## src/core/epc_consts.svh

```systemverilog
`ifndef EPC_CONSTS_SVH
`define EPC_CONSTS_SVH

// widths and channel counts
`define EPC_ADDR_W        8
`define EPC_CNT_W         32
`define EPC_FN_W          6
`define EPC_NUM_X         5
`define EPC_NUM_DO        3

// terminal function codes
`define EPC_FN_COUNT_IN   6'h19
`define EPC_FN_SET_HIT    6'h08
`define EPC_FN_DESIG_HIT  6'h09

// register byte offsets
`define EPC_REG_CTRL      8'h00
`define EPC_REG_LIMIT     8'h04
`define EPC_REG_DESIG     8'h08
`define EPC_REG_COUNT     8'h0C
`define EPC_REG_STATUS    8'h10
`define EPC_REG_MASK      8'h14
`define EPC_REG_XFUNC     8'h18
`define EPC_REG_DOFUNC    8'h1C
`define EPC_REG_FLAGS     8'h20

// control, status and flag bit positions
`define EPC_CTRL_CLEAR    0
`define EPC_ST_DESIG      0
`define EPC_ST_SET        1
`define EPC_ST_DROP       2
`define EPC_ST_W          3

// reset values
`define EPC_RST_LIMIT     32'h0000FFFF
`define EPC_RST_DESIG     32'h0000FFFF
`define EPC_RST_FN        6'h00
`define EPC_ZERO32        32'h00000000

`endif

```

## src/core/epc_pkg.sv

```systemverilog
package epc_pkg;
  `include "epc_consts.svh"

  // running count and thresholds
  typedef logic [`EPC_CNT_W-1:0] epc_count_t;
  // terminal function code
  typedef logic [`EPC_FN_W-1:0]  epc_func_t;
  // sticky event bits
  typedef logic [`EPC_ST_W-1:0]  epc_status_t;
endpackage

```

## src/core/epc_counter.sv

```systemverilog
`timescale 1ns/1ps
`default_nettype none
`include "epc_consts.svh"

module epc_counter
  import epc_pkg::*;
(
  // clock and reset
  input  wire logic                    sys_clk_in,
  input  wire logic                    reset_in,
  // register port
  input  wire logic [`EPC_ADDR_W-1:0]  reg_addr_in,
  input  wire logic [31:0]             reg_wdata_in,
  input  wire logic                    reg_wr_in,
  input  wire logic                    reg_rd_in,
  output logic      [31:0]             reg_rdata_out,
  // input terminals, index 4 is high_speed_pulse_input
  input  wire logic [`EPC_NUM_X-1:0]   x_term_in,
  // retention store
  input  wire logic                    retain_load_in,
  input  wire logic [`EPC_CNT_W-1:0]   retain_value_in,
  output logic      [`EPC_CNT_W-1:0]   retain_count_out,
  // digital outputs and interrupt
  output logic      [`EPC_NUM_DO-1:0]  do_term_out,
  output logic                         irq_out
);

  epc_count_t                   count_q;
  epc_count_t                   set_count_limit_q;
  epc_count_t                   designated_count_threshold_q;
  epc_func_t                    x_func_q [`EPC_NUM_X];
  epc_func_t                    do_func_q [`EPC_NUM_DO];
  epc_status_t                  status_q;
  epc_status_t                  mask_q;
  epc_status_t                  status_set;
  logic [`EPC_NUM_X-1:0]        x_prev_q;
  logic [`EPC_NUM_X-1:0]        x_hit;
  logic [`EPC_NUM_DO-1:0]       do_d;
  logic [`EPC_FN_W*`EPC_NUM_X-1:0]  x_func_flat;
  logic [`EPC_FN_W*`EPC_NUM_DO-1:0] do_func_flat;
  logic                         set_flag_q;
  logic                         desig_flag_q;
  logic                         pulse;
  logic                         halted;
  logic                         clear_wr;
  logic                         wr_limit;
  logic                         wr_desig;
  logic                         wr_status;
  logic                         wr_mask;
  logic                         wr_xfunc;
  logic                         wr_dofunc;
  logic [31:0]                  rdata_d;

  // write decode
  assign clear_wr  = reg_wr_in && reg_addr_in == `EPC_REG_CTRL
                     && reg_wdata_in[`EPC_CTRL_CLEAR];
  assign wr_limit  = reg_wr_in && reg_addr_in == `EPC_REG_LIMIT;
  assign wr_desig  = reg_wr_in && reg_addr_in == `EPC_REG_DESIG;
  assign wr_status = reg_wr_in && reg_addr_in == `EPC_REG_STATUS;
  assign wr_mask   = reg_wr_in && reg_addr_in == `EPC_REG_MASK;
  assign wr_xfunc  = reg_wr_in && reg_addr_in == `EPC_REG_XFUNC;
  assign wr_dofunc = reg_wr_in && reg_addr_in == `EPC_REG_DOFUNC;

  // per-terminal edge detect and function match
  genvar gi;
  generate
    for (gi = 0; gi < `EPC_NUM_X; gi++)
    begin : g_x
      assign x_hit[gi] = x_term_in[gi] && !x_prev_q[gi]
                         && x_func_q[gi] == `EPC_FN_COUNT_IN;
      assign x_func_flat[gi*`EPC_FN_W +: `EPC_FN_W] = x_func_q[gi];

      // terminal function registers
      always_ff @(posedge sys_clk_in)
      begin
        if (reset_in)
          x_func_q[gi] <= `EPC_RST_FN;
        else if (wr_xfunc)
          x_func_q[gi] <= reg_wdata_in[gi*`EPC_FN_W +: `EPC_FN_W];
      end
    end

    for (gi = 0; gi < `EPC_NUM_DO; gi++)
    begin : g_do
      assign do_d[gi] = (do_func_q[gi] == `EPC_FN_SET_HIT && set_flag_q)
                        || (do_func_q[gi] == `EPC_FN_DESIG_HIT && desig_flag_q);
      assign do_func_flat[gi*`EPC_FN_W +: `EPC_FN_W] = do_func_q[gi];

      // output function registers
      always_ff @(posedge sys_clk_in)
      begin
        if (reset_in)
          do_func_q[gi] <= `EPC_RST_FN;
        else if (wr_dofunc)
          do_func_q[gi] <= reg_wdata_in[gi*`EPC_FN_W +: `EPC_FN_W];
      end
    end
  endgenerate

  // previous terminal levels
  always_ff @(posedge sys_clk_in)
  begin
    if (reset_in)
      x_prev_q <= '0;
    else
      x_prev_q <= x_term_in;
  end

  assign pulse  = |x_hit;
  assign halted = count_q >= set_count_limit_q;

  // running count, no run/stop qualifier
  // counts in run and stop
  always_ff @(posedge sys_clk_in)
  begin
    if (reset_in)
      count_q <= `EPC_ZERO32;
    else if (clear_wr)
      count_q <= `EPC_ZERO32;
    else if (retain_load_in)
      count_q <= retain_value_in;
    else if (pulse && !halted)
      count_q <= count_q + `EPC_CNT_W'(1);
  end

  // threshold registers
  always_ff @(posedge sys_clk_in)
  begin
    if (reset_in)
    begin
      set_count_limit_q            <= `EPC_RST_LIMIT;
      designated_count_threshold_q <= `EPC_RST_DESIG;
    end
    else
    begin
      if (wr_limit)
        set_count_limit_q <= reg_wdata_in;
      if (wr_desig)
        designated_count_threshold_q <= reg_wdata_in;
    end
  end

  // threshold flags, fall when count drops below
  // level flags from comparison
  always_ff @(posedge sys_clk_in)
  begin
    if (reset_in)
    begin
      set_flag_q   <= 1'b0;
      desig_flag_q <= 1'b0;
    end
    else
    begin
      set_flag_q   <= count_q >= set_count_limit_q;
      desig_flag_q <= count_q >= designated_count_threshold_q;
    end
  end

  // event sources: flag rises and dropped pulses
  always_comb
  begin
    status_set = '0;
    status_set[`EPC_ST_DESIG] = !desig_flag_q
                                && count_q >= designated_count_threshold_q;
    status_set[`EPC_ST_SET]   = !set_flag_q && halted;
    status_set[`EPC_ST_DROP]  = pulse && halted;
  end

  // sticky status, set wins over write-one-clear
  always_ff @(posedge sys_clk_in)
  begin
    if (reset_in)
      status_q <= '0;
    else if (wr_status)
      status_q <= (status_q & ~reg_wdata_in[`EPC_ST_W-1:0]) | status_set;
    else
      status_q <= status_q | status_set;
  end

  // interrupt mask
  always_ff @(posedge sys_clk_in)
  begin
    if (reset_in)
      mask_q <= '0;
    else if (wr_mask)
      mask_q <= reg_wdata_in[`EPC_ST_W-1:0];
  end

  // registered outputs
  always_ff @(posedge sys_clk_in)
  begin
    if (reset_in)
    begin
      do_term_out      <= '0;
      irq_out          <= 1'b0;
      retain_count_out <= `EPC_ZERO32;
    end
    else
    begin
      do_term_out      <= do_d;
      irq_out          <= |(status_q & mask_q);
      retain_count_out <= count_q;
    end
  end

  // read mux, unmapped reads zero
  always_comb
  begin
    rdata_d = '0;
    unique case (reg_addr_in)
      `EPC_REG_LIMIT:  rdata_d = set_count_limit_q;
      `EPC_REG_DESIG:  rdata_d = designated_count_threshold_q;
      `EPC_REG_COUNT:  rdata_d = count_q;
      `EPC_REG_STATUS: rdata_d[`EPC_ST_W-1:0] = status_q;
      `EPC_REG_MASK:   rdata_d[`EPC_ST_W-1:0] = mask_q;
      `EPC_REG_XFUNC:  rdata_d[`EPC_FN_W*`EPC_NUM_X-1:0] = x_func_flat;
      `EPC_REG_DOFUNC: rdata_d[`EPC_FN_W*`EPC_NUM_DO-1:0] = do_func_flat;
      `EPC_REG_FLAGS:  rdata_d[`EPC_ST_SET:`EPC_ST_DESIG] = {set_flag_q, desig_flag_q};
      default:         rdata_d = '0;
    endcase
  end

  // read data one cycle after strobe
  always_ff @(posedge sys_clk_in)
  begin
    if (reset_in)
      reg_rdata_out <= '0;
    else if (reg_rd_in)
      reg_rdata_out <= rdata_d;
    else
      reg_rdata_out <= '0;
  end

  // checks on count, flag, output and retention behaviour
  // accepted pulse adds one
  AST_COUNT_STEP: assert property (@(posedge sys_clk_in) disable iff (reset_in)
    pulse && !halted && !clear_wr && !retain_load_in
    |=> count_q == $past(count_q) + `EPC_CNT_W'(1))
    else $error("count did not step on pulse");

  AST_HALT_HOLD: assert property (@(posedge sys_clk_in) disable iff (reset_in)
    halted && !clear_wr && !retain_load_in |=> $stable(count_q))
    else $error("count moved after limit");

  AST_SET_FLAG: assert property (@(posedge sys_clk_in) disable iff (reset_in)
    count_q == set_count_limit_q |=> set_flag_q)
    else $error("set flag missing at limit");

  AST_SET_DO: assert property (@(posedge sys_clk_in) disable iff (reset_in)
    set_flag_q && do_func_q[0] == `EPC_FN_SET_HIT |=> do_term_out[0])
    else $error("code 8 output not on");

  AST_DESIG_DO: assert property (@(posedge sys_clk_in) disable iff (reset_in)
    count_q == designated_count_threshold_q
    && do_func_q[1] == `EPC_FN_DESIG_HIT && !wr_dofunc
    |=> ##1 do_term_out[1])
    else $error("code 9 output not on");

  AST_DESIG_FALL: assert property (@(posedge sys_clk_in) disable iff (reset_in)
    count_q < designated_count_threshold_q |=> !desig_flag_q)
    else $error("designated flag held below threshold");

  AST_RETAIN: assert property (@(posedge sys_clk_in) disable iff (reset_in)
    retain_load_in && !clear_wr |=> count_q == $past(retain_value_in))
    else $error("retained count not restored");

  // counting never exceeds limit by stepping
  AST_NO_OVERRUN: assert property (@(posedge sys_clk_in) disable iff (reset_in)
    !halted && !retain_load_in |=> count_q <= set_count_limit_q || $changed(set_count_limit_q))
    else $error("count stepped past limit");

  // dropped pulse sticks until cleared
  AST_DROP_STICKY: assert property (@(posedge sys_clk_in) disable iff (reset_in)
    pulse && halted |=> status_q[`EPC_ST_DROP])
    else $error("dropped pulse event lost");

  // interrupt tracks unmasked status
  AST_IRQ: assert property (@(posedge sys_clk_in) disable iff (reset_in)
    |(status_q & mask_q) |=> irq_out)
    else $error("interrupt not raised");

endmodule
`default_nettype wire

```

## config.mk

```make
export PLATFORM = sky130hd
export DESIGN_NAME = epc_counter
export DESIGN_NICKNAME = d
export VERILOG_FILES = /design/src/core/epc_pkg.sv /design/src/core/epc_counter.sv
export VERILOG_INCLUDE_DIRS = /design/src /design/src/core
export SDC_FILE = /design/constraint.sdc
export NUM_CORES = 1
export LEC_CHECK = 0
export BUFFER_PORTS_ARGS = -buffer_cell sky130_fd_sc_hd__buf_4
export CAP_MARGIN = 20
export CORE_MARGIN = 1.5
export CORE_UTILIZATION = 35
export CTS_CLUSTER_DIAMETER = 120
export DETAILED_ROUTE_END_ITERATION = 6
export GPL_ROUTABILITY_DRIVEN = 0
export HOLD_SLACK_MARGIN = 0.12
export PLACE_DENSITY_LB_ADDON = 0.25
export SYNTH_ARGS = -nofsm -noshare
export SYNTH_HDL_FRONTEND = slang
export SYNTH_SLANG_ARGS = --single-unit
```

## constraint.sdc

```tcl
create_clock -name sys_clk_in -period 3.6 [get_ports sys_clk_in]
set_input_delay 0.72 -clock sys_clk_in [delete_from_list [all_inputs] [get_ports sys_clk_in]]
set_output_delay 0.72 -clock sys_clk_in [all_outputs]
set_load 0.01 [all_outputs]
```

# ---- After elaboration in Yosys (flattened, before gate mapping)
# Memories as Yosys holds them, arrays and structs flattened.
# Index checks and enable logic that the tools add are counted.
dict set report word_totals {
  regBits 177
  ram_bits 48
  in_bits 82
  out_inout_bits 68
  wordCells 119
  n_memories 2
}
# name words width read_ports rd_clocked_by_memory_dff wr line
set memory_table {}
lappend memory_table {x_func_q 5 6 5 0 5 epc_counter.sv:31} ;# epc_func_t x_func_q [`EPC_NUM_X];
lappend memory_table {do_func_q 3 6 3 0 3 epc_counter.sv:32} ;# epc_func_t do_func_q [`EPC_NUM_DO];
dict set report classes {
  add_sub_neg 1
  n_lt_le_gt_ge 2
  eq_ne 19
  n_mux 24
  n_bitwise 14
  reduce_logical 45
}
# cell count
set op_table {}
lappend op_table {{$pmux W15 S5} 1}
lappend op_table {{$ge A32 B32 Y1} 2}
lappend op_table {{$mux W32} 2}
lappend op_table {{$mux W6} 8}
lappend op_table {{$pmux W12 S4} 1}
lappend op_table {{$eq A6 B4 Y1 const B} 6}
lappend op_table {{$add A32 B1 Y32 const B} 1}
lappend op_table {{$eq A8 B5 Y1 const B} 4}
lappend op_table {{$eq A6 B5 Y1 const B} 5}
lappend op_table {{$logic_and A1 B1 Y1} 28}
lappend op_table {{$eq A8 B4 Y1 const B} 2}
lappend op_table {{$pmux W2 S8} 1}
lappend op_table {{$eq A8 B3 Y1 const B} 1}
lappend op_table {{$eq A8 B6 Y1 const B} 1}
lappend op_table {{$logic_not A1 Y1} 8}
lappend op_table {{$logic_not A8 Y1} 1}
lappend op_table {{$mux W1} 8}
lappend op_table {{$or A1 B1 Y1} 8}
lappend op_table {{$pmux W1 S7} 1}
lappend op_table {{$and A3 B3 Y3} 2}
lappend op_table {{$or A3 B3 Y3} 2}
lappend op_table {{$pmux W2 S3} 1}
lappend op_table {{$reduce_or A5 Y1} 1}
lappend op_table {{$reduce_or A2 Y1} 2}
lappend op_table {{6 further kinds} 8}

# ---- Depth between registers and ports, before layout
dict set report logic_depth {
  word_depth 7
  ltp_mapped 11
  mapped_depth_nobuf 9
}

# ---- Worst setup path before layout
# No wires, ideal clock.
dict set report synth_timing {
  path_type {input -> register}
  start {input reg_addr_in[5]}
  end {memory x_func_q[0][0] (netlist bit), enable pin}
  setup_time_ps 387
  arrival_time_ps 2594
  required_time_ps 3213
  path_slack_ps 619
  stages 5
  n_path_buf 1
  cell_sequence {or4b_1 nor2_1 clkbuf_1 nand2_1 nand2_1}
}
# element line
set synth_rtl {}
lappend synth_rtl {{start: declaration} epc_counter.sv:12} ;# input wire logic [`EPC_ADDR_W-1:0] reg_addr_in,
lappend synth_rtl {{end: declaration} epc_counter.sv:31}

# ---- Worst setup path in the final report
dict set report layout_timing {
  start {register count_q[0]}
  end {register count_q[9]}
}
dict set report layout_between {
  elab_chain_cells 4
  elab_cells_between_ends 7
  cone_classes {1 x add/sub; 1 x order compare; 2 x mux; 3 x reduce/logical}
}
# element line
set layout_rtl {}
lappend layout_rtl {{start: declaration} epc_counter.sv:28} ;# epc_count_t count_q;
lappend layout_rtl {{start signal: assignment} epc_counter.sv:117} ;# count_q <= `EPC_ZERO32;
lappend layout_rtl {{start signal: assignment} epc_counter.sv:119} ;# count_q <= `EPC_ZERO32;
lappend layout_rtl {{start signal: assignment} epc_counter.sv:121} ;# count_q <= retain_value_in;
lappend layout_rtl {{$ge A32 B32 Y1} epc_counter.sv:110} ;# assign halted = count_q >= set_count_limit_q;
lappend layout_rtl {{$logic_not A1 Y1} epc_counter.sv:122} ;# else if (pulse && !halted)
lappend layout_rtl {{$logic_and A1 B1 Y1} epc_counter.sv:122}
lappend layout_rtl {{$reduce_bool A2 Y1 (no line)} n/a}
# Several ways; a longest one is shown, not always the timed one. The select of a mux whose other input is x is not followed.
# A chain may end at the register's enable or synchronous reset.

==> impl_metrics.py <==
metrics = {
    "worst_setup_path": {
        "crit_required_ps": 4020,
        "start_kind": "register",
        "crit_chain": "inv_1, ha_1, nand2b_1, a31oi_1, o41ai_1, a211o_4, a21o_1, nor3_1, or3b_1",
        "cp_max_fo": 22,
        "critPathCaptureType": "register",
        "max_stage_delay_ps": 600,
        "r2r_start": "count_q[0]",
        "crit_path_top_delay_cell": "a21o_1",
        "crit_arrival_ps": 3590,
        "critical_path_class": "reg2reg",
        "startpoint": "count_q[0]",
    },
    "sta": {
        "drv_slew": 0,
        "worstMarginPinSlew_ps": 916.1,
        "max_slew_margin_pct": 38.82,
        "post-route-min-period_ps": 3175,
        "fmax_mhz": 315.0,
        "rsz0062_at_grt": "no",
        "fin_tns_setup_ps": 0,
        "final_hold_viol_count": 0,
        "period_share_pct": 88.18,
        "finalSetupViolCount": 0,
        "skew_ps": 17.65,
    },
    "power_and_ir_drop": {
        "total_power_w": 0.005945,
        "power-per-cell-area_nw_per_um2": 443.8,
        "leakage_nw": 5.385,
        "peakVddDrop_mv": 0.2939,
    },
    "floorplanning": {
        "die_h_um": 178.2,
        "ios": 150,
        "core_area_um2": 29950,
        "rows": 63,
        "dieArea_um2": 31760,
        "initial_core_util_pct": 35.88,
        "die_x_um": 178.2,
    },
    "routing": {
        "ant_nets": 0,
        "vias": 9404,
        "vias_per_cell": 5.461,
        "drt_iter0_drc": 895,
        "drc": 9,
        "first_pass_iters": 7,
        "wl_um": 34190,
        "avgRoutedWirePerCell_um": 19.86,
    },
    "placement": {
        "place_hpwl_um": 25090,
        "postPlaceCellArea_um2": 12530,
        "portBuffers": 149,
    },
    "run_status": {
        "outcome": "complete, but fails checks",
        "violations": "design-rule violations",
    },
    "clock_network": {
        "numCtsBuffers": 26,
        "cts_max_level": 1,
        "cts_resized": 0,
        "cts.clk_slew.worst_paths_ps": 60,
        "cts_sinks": 225,
        "cts_root_buf": "clkbuf_16",
        "clock_path_buffers": 3,
        "post_cts_buffers": 0,
        "insertion_delay_ps": 530,
        "cts_tree": "yes",
        "ctsHoldBuffers": 0,
    },
    "synthesis": {
        "postSynthAreaPerCell_um2": 9.369,
        "yosysSeqAreaShare_pct": 46.38,
        "synth_commonest_cells": "177 x dfxtp_1, 155 x nand2_1, 73 x inv_1",
        "yosysTopAreaCell": "dfxtp_1",
        "synth_edf_count": 48,
        "synth_area_um2": 10750,
        "ys_ff_latch": 225,
        "async_reset_ff_share_pct": 0,
        "synth_cells": 1147,
        "synth.yosys.warnings": 0,
        "yosysTopAreaCellShare_pct": 32.97,
        "synth_nets": 1294,
        "ys.flop_type": "dfxtp_1",
        "yosys.cell_types.count": 66,
        "post-synth-top-count-cell": "dfxtp_1",
        "synth_area_leaders": "dfxtp_1 33%, edfxtp_1 13%, ha_1 7.6%",
    },
    "layout": {
        "area_growth_pct": 24.67,
        "fin_util_pct": 44.73,
        "diodes": 0,
        "final_nets": 1459,
        "design_area_um2": 13400,
        "drive_above_1_share_pct": 20.72,
    },
    "hold_path": {
        "hp-class": "in2reg",
        "hp-start": "retain_value_in[15]",
    },
    "job": {
        "drv_cap": 0,
    },
    "global_routing": {
        "grt_start_max_net_pins": 56,
        "grt-ovfl-total": 0,
        "grt_pass1_vias": 9283,
        "grt_pass1_wl_um": 52230,
        "grtUsageTotal_pct": 21.44,
        "antenna_found_initial": 0,
    },
}
## layout by cell type (no fill, tap or decap), types with 5 or more instances in the layout
cell	count
inv_1	73
edfxtp_1	48
clkbuf_16	27
clkinv_2	6
nand2_1	155
a21oi_1	67
o211a_1	6
or3_1	6
a31oi_1	39
a222oi_1	19
nand3_1	23
and3_1	9
ha_1	65
nor4bb_1	5
a2111oi_2	7
a22oi_1	35
nor2b_1	36
mux2i_1	14
clkbuf_1	6
dfxtp_1	177
and2_1	57
o31ai_1	8
o21ai_0	31
or4_1	9
a21o_1	21
buf_4	201
nand4_1	23
nor2_1	42
o211ai_1	32
## per-layer routing
layer | track usage, % | routed length, um
met4 | 9.201 | 1396
met3 | 2.962 | 1895
met5 | 0 | 0
met2 | 36.27 | 16400
met1 | 27.27 | 14500
## worst max-delay path: cells and delay by family (launching register included)
kind	cells	cell delay [ps]
compound gates	4	1480
simple gates	3	590
flops	1	460
fa+ha+maj	1	310
buf+inv	1	200
## registers in the layout, indices dropped and copies added, names as in the netlist, 5 cells and up
| register | count |
|---|---|
| count_q | 32 |
| set_count_limit_q | 32 |
| designated_count_threshold_q | 32 |
| do_func_q | 18 |
| x_func_q | 30 |
| reg_rdata_out | 32 |
| retain_count_out | 32 |
| x_prev_q | 5 |
## kinds of logic (layout without fill, tap and decap cells)
logic type                 Yosys count  in the layout  synth area share [%]
xor gates and xnor gates             3              3                0.2445
buffers and inverters              140            325                 4.925
DFF                                225            225                 46.38
adders and majority gates           65             65                 7.568
AOI/OAI and AO/OA                  300            300                 20.20
muxes                               17             17                 1.618
and+or+nand+nor                    397            397                 19.06
## final timing paths
path | end | slack, ps | cells past startpoint
setup / recovery | count_q[9] | 430 | 9
hold / removal | count_q[15] | 410 | 2
setup reg to reg | count_q[9] | 430 | 9
hold reg to reg | do_term_out[2] | 440 | 1
## power breakdown
group,leakage [nW],switching [W],internal (W)
Combinational,3.06,0.000317,0.000234
Clock,0.426,0.00107,0.00160
Sequential,1.90,0.0000712,0.00266
## layout make-up
| class | count | area (um2) |
|---|---|---|
| Clock buffer | 37 | 753.2 |
| Fill cell | 2953 | 16560 |
| Inverter | 75 | 281.5 |
| Tap cell | 390 | 488.0 |
| Timing Repair Buffer | 202 | 1529 |
| Clock inverter | 11 | 110.1 |
| Multi-Input combinational cell | 782 | 5251 |
| Sequential cell | 225 | 4985 |
## stage by stage
step / setup WS, ps / instances / hold slack [ps]
after floorplan: 618.6 / 1147 / 414.7
after global placement: 476.5 / 1674 / 431.7
after detailed placement: 438.3 / 1674 / 431.1
after CTS: 438.0 / 1722 / 395.7
after global routing: 282.4 / 1722 / 400.4
final: 425.4 / 1722 / 405.3
(Power assumes the default switching activity.)
